<file path="src/hw/ppb_pkg.sv">
// Package with message codes, states, events and carriers for the access-side port FSM.
package ppb_pkg;

   // Width of one message code on the signalling link.
   localparam int unsigned MSG_W = 3;
   // Width of one line-signal word passed towards the exchange.
   localparam int unsigned LINE_W = 8;

   // Message codes, one distinct code per port-control message.
   localparam logic [MSG_W-1:0] CODE_NONE       = 3'h0;
   localparam logic [MSG_W-1:0] CODE_LE_UNBLOCK = 3'h1;
   localparam logic [MSG_W-1:0] CODE_AN_UNBLOCK = 3'h2;
   localparam logic [MSG_W-1:0] CODE_LE_BLOCK   = 3'h3;
   localparam logic [MSG_W-1:0] CODE_AN_BLOCK   = 3'h4;
   localparam logic [MSG_W-1:0] CODE_AN_BLKREQ  = 3'h5;

   typedef enum logic [MSG_W-1:0] {
      le_unblock_msg       = CODE_LE_UNBLOCK,
      an_unblock_msg       = CODE_AN_UNBLOCK,
      le_block_cmd_msg     = CODE_LE_BLOCK,
      an_block_cmd_msg     = CODE_AN_BLOCK,
      an_block_request_msg = CODE_AN_BLKREQ,
      msg_none             = CODE_NONE
   } ppb_msg_t;

   // Port states of the access side.
   typedef enum logic [1:0] {
      access_blocked_state,
      access_local_unblock_state,
      access_remote_unblock_state,
      access_operational_state
   } ppb_state_t;

   // The one event handled in a cycle, after precedence.
   typedef enum logic [2:0] {
      ev_none,
      ev_mgmt_block,
      ev_rx_block,
      ev_rx_unblock,
      ev_mgmt_unblock,
      ev_mgmt_blkreq
   } ppb_event_t;

   // One message on the signalling link.
   typedef struct packed {
      logic     valid;
      ppb_msg_t code;
   } ppb_link_t;

   // One line-signal word.
   typedef struct packed {
      logic              valid;
      logic [LINE_W-1:0] data;
   } ppb_line_t;

   // Primitives from the FSM to its management, one-cycle pulses.
   typedef struct packed {
      logic unblock_request;
      logic unblock_indication;
      logic block_command;
   } ppb_mgmt_out_t;

   // Complete state of the FSM module.
   typedef struct packed {
      ppb_state_t    state;
      ppb_link_t     tx;
      ppb_mgmt_out_t mgmt;
      ppb_line_t     line;
      logic          call_blocked;
      logic          operational;
   } ppb_regs_t;

endpackage : ppb_pkg

</file>
<file path="src/hw/ppb_an_fsm.sv">
// Access-side port status FSM for a telephony user port, with its line-signal gate.
//
// Notes on behaviour
// (RQ1) Four states: blocked, local, remote unblock, operational.
// (RQ2) Report entering operational, and leaving it; leaving on a management block gives management no report.
// (RQ3) Deferrable block request only when operational.
// (RQ4) Non-operational: call entity blocked, no line signals.
// (RQ5) Unblock acknowledged; immediate block is unacknowledged.
// (RQ6) No timeout in either unblock state.
// (RQ7) Management block: send block, go blocked.
// (RQ8) Exchange management block sends its block command.
// (RQ9) Exchange block received: report block, go blocked.
// (RQ10) Deferrable request sent; exchange passes it on.
// (RQ11) Exchange grants request by blocking the port.
// (RQ12) Unblock request withdraws a pending deferrable request.
// (RQ13) Exchange unblock: enter remote unblock, ask management.
// (RQ14) Agreement in remote unblock: acknowledge, go operational.
// (RQ15) Exchange goes operational on our acknowledgement.
// (RQ16) Either side may start the co-ordinated unblock.
// (RQ17) Peer block in remote unblock cancels unblocking.
// (RQ18) Unblock request action depends on current state.
// (RQ19) Unblock request also checks operational status locally.
// (RQ20) Exchange unblock request handling per its state.
// (RQ21) Exchange status check answered over the link.
// (RQ22) Unexpected events are ignored, state kept.
// (RQ23) Five messages carried as distinct codes.
`timescale 1ns/1ns
`default_nettype none

module ppb_an_fsm (
   // Clock and reset.
   input  wire logic              clk,
   input  wire logic              rst,
   // Primitives from management, one-cycle pulses.
   input  wire logic              mgmt_unblock_request,
   input  wire logic              mgmt_block_command,
   input  wire logic              mgmt_deferrable_block_request,
   // Primitives to management.
   output var  ppb_pkg::ppb_mgmt_out_t mgmt_out,
   // Signalling link from and to the exchange.
   input  wire ppb_pkg::ppb_link_t rx,
   output var  ppb_pkg::ppb_link_t tx,
   // Line signals from the port and towards the exchange.
   input  wire ppb_pkg::ppb_line_t line_in,
   output var  ppb_pkg::ppb_line_t line_out,
   // Port status.
   output var  logic              access_call_entity_blocked,
   output var  logic              port_operational,
   output var  ppb_pkg::ppb_state_t port_state
);

   ppb_pkg::ppb_regs_t r;
   ppb_pkg::ppb_regs_t next_r;
   ppb_pkg::ppb_event_t ev;

   // True when the link word is valid and carries the given message.
   function automatic logic rx_is(input ppb_pkg::ppb_link_t m, input ppb_pkg::ppb_msg_t c);
      return m.valid && (m.code == c);
   endfunction : rx_is

   // Pick one event per cycle; an immediate block outranks all else.
   always_comb begin
      if (mgmt_block_command) begin
         ev = ppb_pkg::ev_mgmt_block;
      end else if (rx_is(rx, ppb_pkg::le_block_cmd_msg)) begin
         ev = ppb_pkg::ev_rx_block;
      end else if (rx_is(rx, ppb_pkg::le_unblock_msg)) begin
         ev = ppb_pkg::ev_rx_unblock;
      end else if (mgmt_unblock_request) begin
         ev = ppb_pkg::ev_mgmt_unblock;
      end else if (mgmt_deferrable_block_request) begin
         ev = ppb_pkg::ev_mgmt_blkreq;
      end else begin
         ev = ppb_pkg::ev_none;
      end
   end

   // Transition table; every pulse output defaults low each cycle.
   always_comb begin
      next_r = r;
      next_r.tx.valid = 1'b0;
      next_r.tx.code = ppb_pkg::msg_none; // [RQ23]
      next_r.mgmt = '0;
      case (ev)
         ppb_pkg::ev_mgmt_block: begin
            // Sent from every state, no answer awaited. [RQ7] [RQ5]
            next_r.tx.valid = 1'b1;
            next_r.tx.code = ppb_pkg::an_block_cmd_msg;
            next_r.state = ppb_pkg::access_blocked_state;
         end
         ppb_pkg::ev_rx_block: begin
            // Already blocked: nothing to report. [RQ9] [RQ17] [RQ11]
            if (r.state != ppb_pkg::access_blocked_state) begin
               next_r.mgmt.block_command = 1'b1; // [RQ2]
               next_r.state = ppb_pkg::access_blocked_state;
            end
         end
         ppb_pkg::ev_rx_unblock: begin
            case (r.state)
               ppb_pkg::access_blocked_state: begin
                  // Exchange starts unblocking; ask management. [RQ13] [RQ16]
                  next_r.mgmt.unblock_request = 1'b1;
                  next_r.state = ppb_pkg::access_remote_unblock_state;
               end
               ppb_pkg::access_local_unblock_state: begin
                  // Our own unblock is acknowledged. [RQ16] [RQ5]
                  next_r.mgmt.unblock_indication = 1'b1;
                  next_r.state = ppb_pkg::access_operational_state;
               end
               ppb_pkg::access_remote_unblock_state: begin
                  // Repeated request, ask management again. [RQ13]
                  next_r.mgmt.unblock_request = 1'b1;
               end
               default: begin
                  // Exchange status check answered over the link. [RQ21]
                  next_r.tx.valid = 1'b1;
                  next_r.tx.code = ppb_pkg::an_unblock_msg;
                  next_r.mgmt.unblock_indication = 1'b1;
               end
            endcase
         end
         ppb_pkg::ev_mgmt_unblock: begin
            // Unblock request from management, per state. [RQ18]
            next_r.tx.valid = 1'b1;
            next_r.tx.code = ppb_pkg::an_unblock_msg;
            case (r.state)
               ppb_pkg::access_blocked_state: begin
                  next_r.state = ppb_pkg::access_local_unblock_state;
               end
               ppb_pkg::access_local_unblock_state: begin
                  next_r.state = r.state;
               end
               ppb_pkg::access_remote_unblock_state: begin
                  // Agreement with the exchange's unblock. [RQ14]
                  next_r.mgmt.unblock_indication = 1'b1;
                  next_r.state = ppb_pkg::access_operational_state;
               end
               default: begin
                  // Local status answer; also withdraws a request. [RQ19] [RQ12]
                  next_r.mgmt.unblock_indication = 1'b1;
               end
            endcase
         end
         ppb_pkg::ev_mgmt_blkreq: begin
            // Deferrable request goes out only when operational. [RQ3] [RQ10]
            if (r.state == ppb_pkg::access_operational_state) begin
               next_r.tx.valid = 1'b1;
               next_r.tx.code = ppb_pkg::an_block_request_msg;
            end
         end
         default: begin
            // No event; unblock states wait without limit. [RQ6] [RQ22]
            next_r.state = r.state;
         end
      endcase
      // Status and call-entity blocking follow the next state. [RQ1] [RQ4]
      next_r.operational = (next_r.state == ppb_pkg::access_operational_state);
      next_r.call_blocked = !next_r.operational;
      // Line signals pass only while operational now and next. [RQ4]
      next_r.line.valid = line_in.valid && r.operational && next_r.operational;
      next_r.line.data = next_r.line.valid ? line_in.data : '0;
   end

   // State register; reset lands in blocked with all pulses low.
   always_ff @(posedge clk or posedge rst) begin
      if (rst) begin
         r.state <= ppb_pkg::access_blocked_state;
         r.tx.valid <= 1'b0;
         r.tx.code <= ppb_pkg::msg_none;
         r.mgmt <= '0;
         r.line <= '0;
         r.call_blocked <= 1'b1;
         r.operational <= 1'b0;
      end else begin
         r <= next_r;
      end
   end

   // Outputs straight from the state register.
   assign mgmt_out = r.mgmt;
   assign tx = r.tx;
   assign line_out = r.line;
   assign access_call_entity_blocked = r.call_blocked;
   assign port_operational = r.operational;
   assign port_state = r.state;

   // Management block always yields a block message and blocked state.
   property p_mgmt_block;
      @(posedge clk) disable iff (rst)
      mgmt_block_command |=> tx.valid && tx.code == ppb_pkg::an_block_cmd_msg
         && port_state == ppb_pkg::access_blocked_state && !mgmt_out.block_command;
   endproperty
   a_mgmt_block: assert property (p_mgmt_block) else $error("block not sent"); // [RQ7]

   // Received block outside blocked is reported and blocks the port.
   property p_rx_block;
      @(posedge clk) disable iff (rst)
      ev == ppb_pkg::ev_rx_block && port_state != ppb_pkg::access_blocked_state
         |=> mgmt_out.block_command && port_state == ppb_pkg::access_blocked_state
         && !tx.valid;
   endproperty
   a_rx_block: assert property (p_rx_block) else $error("peer block missed"); // [RQ9]

   // A deferrable request is only ever sent from operational.
   property p_blkreq;
      @(posedge clk) disable iff (rst)
      tx.valid && tx.code == ppb_pkg::an_block_request_msg
         |-> $past(port_state) == ppb_pkg::access_operational_state;
   endproperty
   a_blkreq: assert property (p_blkreq) else $error("request outside operation"); // [RQ3]

   // No line signals and call entity blocked when not operational.
   property p_gate;
      @(posedge clk) disable iff (rst)
      port_state != ppb_pkg::access_operational_state
         |-> !line_out.valid && access_call_entity_blocked && !port_operational;
   endproperty
   a_gate: assert property (p_gate) else $error("line passed while blocked"); // [RQ4]

   // Agreement in remote unblock acknowledges and goes operational.
   property p_agree;
      @(posedge clk) disable iff (rst)
      ev == ppb_pkg::ev_mgmt_unblock && port_state == ppb_pkg::access_remote_unblock_state
         |=> port_operational && mgmt_out.unblock_indication
         && tx.code == ppb_pkg::an_unblock_msg
         ##1 (!port_operational || line_out.valid == $past(line_in.valid));
   endproperty
   a_agree: assert property (p_agree) else $error("agreement not completed"); // [RQ14]

   // Unblock request in blocked starts a local unblock.
   property p_local;
      @(posedge clk) disable iff (rst)
      ev == ppb_pkg::ev_mgmt_unblock && port_state == ppb_pkg::access_blocked_state
         |=> port_state == ppb_pkg::access_local_unblock_state && tx.valid
         && tx.code == ppb_pkg::an_unblock_msg && !mgmt_out.unblock_indication;
   endproperty
   a_local: assert property (p_local) else $error("local unblock not entered"); // [RQ18]

   // Entering operational is always reported.
   property p_enter;
      @(posedge clk) disable iff (rst)
      $rose(port_operational) |-> mgmt_out.unblock_indication;
   endproperty
   a_enter: assert property (p_enter) else $error("entry not reported"); // [RQ2]

   // Peer unblock in blocked leads to remote unblock and a request.
   property p_remote;
      @(posedge clk) disable iff (rst)
      ev == ppb_pkg::ev_rx_unblock && port_state == ppb_pkg::access_blocked_state
         |=> port_state == ppb_pkg::access_remote_unblock_state
         && mgmt_out.unblock_request && !tx.valid;
   endproperty
   a_remote: assert property (p_remote) else $error("remote unblock missed"); // [RQ13]

   // Peer block while blocked changes nothing and sends nothing.
   property p_ignore;
      @(posedge clk) disable iff (rst)
      ev == ppb_pkg::ev_rx_block && port_state == ppb_pkg::access_blocked_state
         |=> $stable(port_state) && !tx.valid && mgmt_out == '0;
   endproperty
   a_ignore: assert property (p_ignore) else $error("ignored event acted"); // [RQ22]

   // A refused deferrable request leaves everything as it was.
   property p_refuse;
      @(posedge clk) disable iff (rst)
      ev == ppb_pkg::ev_mgmt_blkreq && port_state != ppb_pkg::access_operational_state
         |=> !tx.valid && $stable(port_state) && mgmt_out == '0;
   endproperty
   a_refuse: assert property (p_refuse) else $error("refused request acted"); // [RQ3]

   // Local status check while operational answers without leaving the state.
   property p_status;
      @(posedge clk) disable iff (rst)
      ev == ppb_pkg::ev_mgmt_unblock && port_state == ppb_pkg::access_operational_state
         |=> port_operational && tx.valid && tx.code == ppb_pkg::an_unblock_msg
         && mgmt_out.unblock_indication;
   endproperty
   a_status: assert property (p_status) else $error("status not answered"); // [RQ19]

   // Exchange status check while operational is answered over the link.
   property p_check;
      @(posedge clk) disable iff (rst)
      ev == ppb_pkg::ev_rx_unblock && port_state == ppb_pkg::access_operational_state
         |=> port_operational && tx.valid && tx.code == ppb_pkg::an_unblock_msg
         && mgmt_out.unblock_indication;
   endproperty
   a_check: assert property (p_check) else $error("check not answered"); // [RQ21]

   // Acknowledgement in local unblock goes operational without sending.
   property p_ack;
      @(posedge clk) disable iff (rst)
      ev == ppb_pkg::ev_rx_unblock && port_state == ppb_pkg::access_local_unblock_state
         |=> port_operational && mgmt_out.unblock_indication && !tx.valid;
   endproperty
   a_ack: assert property (p_ack) else $error("acknowledge not taken"); // [RQ5]

   // A second unblock request in local unblock resends and keeps the state.
   property p_resend;
      @(posedge clk) disable iff (rst)
      ev == ppb_pkg::ev_mgmt_unblock && port_state == ppb_pkg::access_local_unblock_state
         |=> port_state == ppb_pkg::access_local_unblock_state && tx.valid
         && tx.code == ppb_pkg::an_unblock_msg && mgmt_out == '0;
   endproperty
   a_resend: assert property (p_resend) else $error("unblock not resent"); // [RQ18]

   // A repeated peer unblock in remote unblock asks management again.
   property p_repeat;
      @(posedge clk) disable iff (rst)
      ev == ppb_pkg::ev_rx_unblock && port_state == ppb_pkg::access_remote_unblock_state
         |=> port_state == ppb_pkg::access_remote_unblock_state
         && mgmt_out.unblock_request && !tx.valid;
   endproperty
   a_repeat: assert property (p_repeat) else $error("repeat not passed on"); // [RQ13]

   // Leaving operational always comes with a block message or report.
   property p_leave;
      @(posedge clk) disable iff (rst)
      $fell(port_operational)
         |-> mgmt_out.block_command || (tx.valid && tx.code == ppb_pkg::an_block_cmd_msg);
   endproperty
   a_leave: assert property (p_leave) else $error("exit not reported"); // [RQ2]

   // With no event the state holds and nothing is sent, without limit.
   property p_wait;
      @(posedge clk) disable iff (rst)
      ev == ppb_pkg::ev_none
         |=> $stable(port_state) && !tx.valid && mgmt_out == '0;
   endproperty
   a_wait: assert property (p_wait) else $error("state moved on its own"); // [RQ6]

   // An idle link output carries the empty code.
   property p_tx_idle;
      @(posedge clk) disable iff (rst)
      !tx.valid |-> tx.code == ppb_pkg::msg_none;
   endproperty
   a_tx_idle: assert property (p_tx_idle) else $error("idle code not empty"); // [RQ23]

   // A line word that is not forwarded shows zero data.
   property p_line_zero;
      @(posedge clk) disable iff (rst)
      !line_out.valid |-> line_out.data == '0;
   endproperty
   a_line_zero: assert property (p_line_zero) else $error("dropped line data shown"); // [RQ4]

   // Main scenarios.
   c_remote_up: cover property (@(posedge clk) disable iff (rst)
      port_state == ppb_pkg::access_remote_unblock_state ##1 port_operational);
   c_local_up: cover property (@(posedge clk) disable iff (rst)
      port_state == ppb_pkg::access_local_unblock_state ##1 port_operational);
   c_blkreq: cover property (@(posedge clk) disable iff (rst)
      tx.valid && tx.code == ppb_pkg::an_block_request_msg);
   c_drop: cover property (@(posedge clk) disable iff (rst)
      $fell(port_operational) && mgmt_out.block_command);

endmodule : ppb_an_fsm

`default_nettype wire

</file>
<file path="config.mk">
export PLATFORM = sky130hd
export DESIGN_NAME = ppb_an_fsm
export DESIGN_NICKNAME = d
export VERILOG_FILES = /design/src/hw/ppb_pkg.sv /design/src/hw/ppb_an_fsm.sv
export SDC_FILE = /design/constraint.sdc
export NUM_CORES = 1
export LEC_CHECK = 0
export BUFFER_PORTS_ARGS = -buffer_cell sky130_fd_sc_hd__buf_2
export CAP_MARGIN = 20
export CORE_MARGIN = 10
export CORE_UTILIZATION = 43
export CTS_CLUSTER_SIZE = 30
export DETAILED_ROUTE_END_ITERATION = 8
export MAX_ROUTING_LAYER = met4
export PLACE_DENSITY = 0.72
export SYNTH_ARGS = -nofsm -noshare
export SYNTH_HDL_FRONTEND = slang
export SYNTH_SLANG_ARGS = --single-unit
</file>
<file path="constraint.sdc">
create_clock -name clk -period 1.32 [get_ports clk]
set_input_delay 0.396 -clock clk [delete_from_list [all_inputs] [get_ports clk]]
set_output_delay 0.396 -clock clk [all_outputs]
set_load 0.02 [all_outputs]
</file>
# [After elaboration in Yosys (flattened, before gate mapping)]
# Cells that the tools add are included.
[op_classes] n_reduce_logical=10 eq_ne=11 muxes=20
[op_table] operator="one-hot mux 4 bit (4 select lines)" count=1
[op_table] operator="two-way mux 3 bit" count=5
[op_table] operator="== test 3 x 2 -> 1 bit (second input constant)" count=3
[op_table] operator="two-way mux 4 bit" count=2
[op_table] operator="two-way mux 8 bit" count=1
[op_table] operator="one-hot mux 2 bit (2 select lines)" count=2
[op_table] operator="one-hot mux 2 bit (4 select lines)" count=1
[op_table] operator="== test 2 bit (second input constant)" count=3
[op_table] operator="== test 3 x 1 -> 1 bit (second input constant)" count=2
[op_table] operator="== test 3 bit (second input constant)" count=2
[op_table] operator="two-way mux 1 bit" count=6
[op_table] operator="logical AND 1 bit" count=4
[op_table] operator="OR reduction 2 bit" count=2
[op_table] operator="OR reduction 3 bit" count=1
[op_table] operator="== test 2 x 1 -> 1 bit (second input constant)" count=1
[op_table] operator="zero test 2 bit" count=1
[op_table] operator="two-way mux 2 bit" count=1
[op_table] operator="one-hot mux 1 bit (2 select lines)" count=1
[op_table] operator="nonzero test 2 bit" count=1
[op_table] operator="zero test 1 bit" count=1
[word_totals] output_inout_bits=20 reg_bits=20 input_bits=18

# [Logic depth before layout (Yosys ltp)]
[logic_depth] word_depth=10 depth_mapped=5 mapped_depth_nobuf=3

# [Worst setup path after synthesis]
# No wires, ideal clock.
[synth_path] path_type="reg-to-reg" from="reg r (netlist bit port_state[0])" to="reg r (netlist bit access_call_entity_blocked)" n_path_buf=1 arrival_time_ps=1265 t_required_ps=1226 path_slack_ps=-40 stages_incl_launch_ff=5 cell_sequence="dfrtp_1 buf_4 and2b_1 nor2_1 or4_1"
[synth_rtl] element="start: declaration" line_no="ppb_an_fsm.sv:52" text="ppb_pkg::ppb_regs_t r;"
[synth_rtl] element="start signal: assignment" line_no="ppb_an_fsm.sv:175" text="r <= next_r;"

# [Worst setup path in the final report]
[layout_path] from="reg r (netlist bit access_call_entity_blocked)" to="out access_call_entity_blocked"
[layout_rtl] element="end: declaration" line_no="ppb_an_fsm.sv:47" text="output var logic access_call_entity_blocked,"
# No word-level cell between the ends.

==> results.cfg <==
[yosys]
syn_inst = 71
avgSynthCellArea_um2 = 11.08
synthArstFlopShare_pct = 100.0
synth_top_family_by_area = simple AND/OR/NAND/NOR gates
synth_mux_area_share_pct = 0
synth_simple_gate_area_share_pct = 25.60
synth_edf_count = 0
synthAdderAreaFrac_pct = 0
yosys_warnings = 0
ys_types = 25
yosysSeqAreaShare_pct = 63.75
synthXorXnorAreaFrac_pct = 0
synth_area_um2 = 787.0
synth-compound-area-share_pct = 5.564
syn_nets = 89
synth.ff_latch_count = 20
synth-main-ff-cell = dfrtp_1

[clock_tree]
numCtsBuffers = 3
root_buffer = clkbuf_4
htreeDepth = 1
clock-sinks = 20
max-clock-path-buffers = 2
tritoncts = done
clock_latency_ns = 0.30
cts.clk_slew.worst_paths_ns = 0.11

[floorplan]
core_um2 = 1727
num_io_pins = 38
die_y_um = 62.78
start_util_pct = 45.58
die-area_um2 = 3941
die_w_um = 62.78
num_rows = 15

[detailed_routing]
wl_per_cell_um = 15.15
drt_pre_antenna_iters = 4
vias_per_cell = 4.979
vias = 717
totalWireLength_um = 2181
first_iter_violations = 21
ant_nets = 0
drc = 0

[global_route]
grt_overflow = 0
antenna_found_initial = 0
track_usage_pct = 11.53
grt_pass1_vias = 727
grt_pass1_wl_um = 3560
grt_max_degree = 13

[worst_setup_path]
worst-path-stages = 1
start_kind = register
critPathTopFamily = flip-flops
endpoint_kind = output port
cpPeakStageDelay_ns = 0.55
required_ns = 0.92
path_class = reg -> out
path_max_fanout = 1
rr_worst_depth = 4
cpMaxStageDelayCell = dfstp_2
path_buf_inv = 1
worstPathArrival_ns = 0.96
cp_cell_sequence = buf_6

[sta]
hold_ws_ns = 0.2942
tightest_slew_ns = 0.2777
setup_viol = 1
rsz0062_at_grt = true
hold_violations = 0
clock_skew_ns = 0.001720
fin_setup_tns_ns = -0.03468
post-route-period-util_pct = 102.6
fin_crit_ns = 1.355
maxSlewViolCount = 0
fmax_ghz = 0.7382
worst_slack_ns = -0.03468
maxSlewHeadroom_pct = 81.31

[worst_hold_path]
min-delay-path-class = in -> reg
hold_depth = 3

[final_layout]
syn2layout_area_growth_pct = 44.83
drive_gt1_share_pct = 48.74
fin_util_pct = 66.01
nets = 138
num_antenna_cells = 0

[run_status]
failed_checks = negative setup slack
status = complete, but fails checks

[job]
maxCapViolCount = 0

[power]
combPwrFrac_pct = 11.1
power.switching_uw = 271.8
p_seq_share_pct = 49.8
vdd.ir_drop.worst_mv = 0.6847
swShare_pct = 21.48
p_leak_uw = 0.0006134
clockPowerShare_pct = 39.1
internal_power_uw = 993.2
cellPowerDensity_nw_per_um2 = 1110

[place]
gp_congestion = 0.8662
port_buffers = 37
dpl.hpwl_um = 1629
-- power by group through the flow --
stage | registers, uW | logic [uW] | clock network (uW)
floorplan | 654 | 47.9 | 0
global placement | 642 | 117 | 0
detailed placement | 642 | 121 | 0
CTS | 630 | 134 | 506
global route | 632 | 152 | 540
finish | 630 | 140 | 495
-- final timing paths --
check | from | to | slack (ns)
setup / recovery | access_call_entity_blocked | access_call_entity_blocked | -0.03
hold reg to reg | port_state[1] | tx[3] | 0.73
max in group asynchronous | rst | access_call_entity_blocked | 0.30
min in group asynchronous | rst | port_operational | 0.56
hold / removal | line_in[1] | line_out[1] | 0.29
setup reg to reg | port_state[1] | access_call_entity_blocked | 0.05
-- flip-flops by register name (all words and copies together) (netlist names) --
signal,count
access_call_entity_blocked,1
line_out,9
mgmt_out,3
port_operational,1
port_state,2
tx,4
-- placed cells by master, fill, tap and decap left out, types with 2 or more instances in the layout --
master	instances
clkbuf_4	3
nand3_1	2
buf_4	10
buf_2	36
nand2_1	10
nor3_1	9
buf_6	2
nor2_1	4
a21oi_1	2
inv_1	3
nand4_1	2
nor4_1	2
dfrtp_1	18
-- cells by family after synthesis --
logic type | after synthesis
and+or+nand+nor | 37
DFF | 20
buffers and inverters | 8
AOI/OAI and AO/OA | 6
-- repair_timing --
item                                   4_1_cts  5_1_grt
endpoints found under the hold margin        0        6
gates cloned                                 0        1
setup endpoints to repair                    3        8
resized for setup                            4        3
buffers inserted                             3        0
pin swaps                                    0        0
hold buffers                                 0        1
-- cell usage after synthesis (all sizes together), types with 2 or more instances --
| library cell | n | area [um2] |
|---|---|---|
| dfrtp | 19 | 475.5 |
| nand2 | 10 | 37.54 |
| nor3 | 9 | 45.04 |
| buf | 5 | 28.77 |
| nor2 | 4 | 15.01 |
| inv | 3 | 11.26 |
| a21oi | 2 | 10.01 |
| nand3 | 2 | 10.01 |
| nand4 | 2 | 12.51 |
| nor4 | 2 | 12.51 |
-- per-stage QoR --
step           std cells  total power [uW]  instance area, um2  setup WS [ns]
2_1_floorplan         71             701.7               788.3        0.01255
3_3_place_gp         135             759.3                1028       -0.03463
3_5_place_dp         135             762.9                1028       -0.06866
4_1_cts              142              1271                1116       -0.04333
5_1_grt              144              1324                1140       -0.07693
6_report             144              1265                1140       -0.03468
-- routing by layer --
layer  vias to the layer above  track usage, %  wire, um
li1                        344               -         -
met2                        31           18.85      1169
met3                         4           3.047       153
met5                         -               -         0
met4                         0           7.542        46
met1                       338           11.99       811
-- worst reg2reg max path, cell delays in order (launching register included) --
cell and delay, ns:
dfrtp_1 0.38, buf_4 0.15, nor2b_1 0.16, a22oi_2 0.09
or4_4 0.42
-- area by class of cell --
| type | instances | area [um2] |
|---|---|---|
| repair buffers | 49 | 287.8 |
| clock buffers | 3 | 22.52 |
| clock inverters | 1 | 30.03 |
| multi-input cells | 43 | 254.0 |
| well taps | 25 | 31.28 |
| fillers | 149 | 586.8 |
| flip-flops and latches | 20 | 503.0 |
| inverters | 3 | 11.26 |
Power figures use the tool's default switching activity.
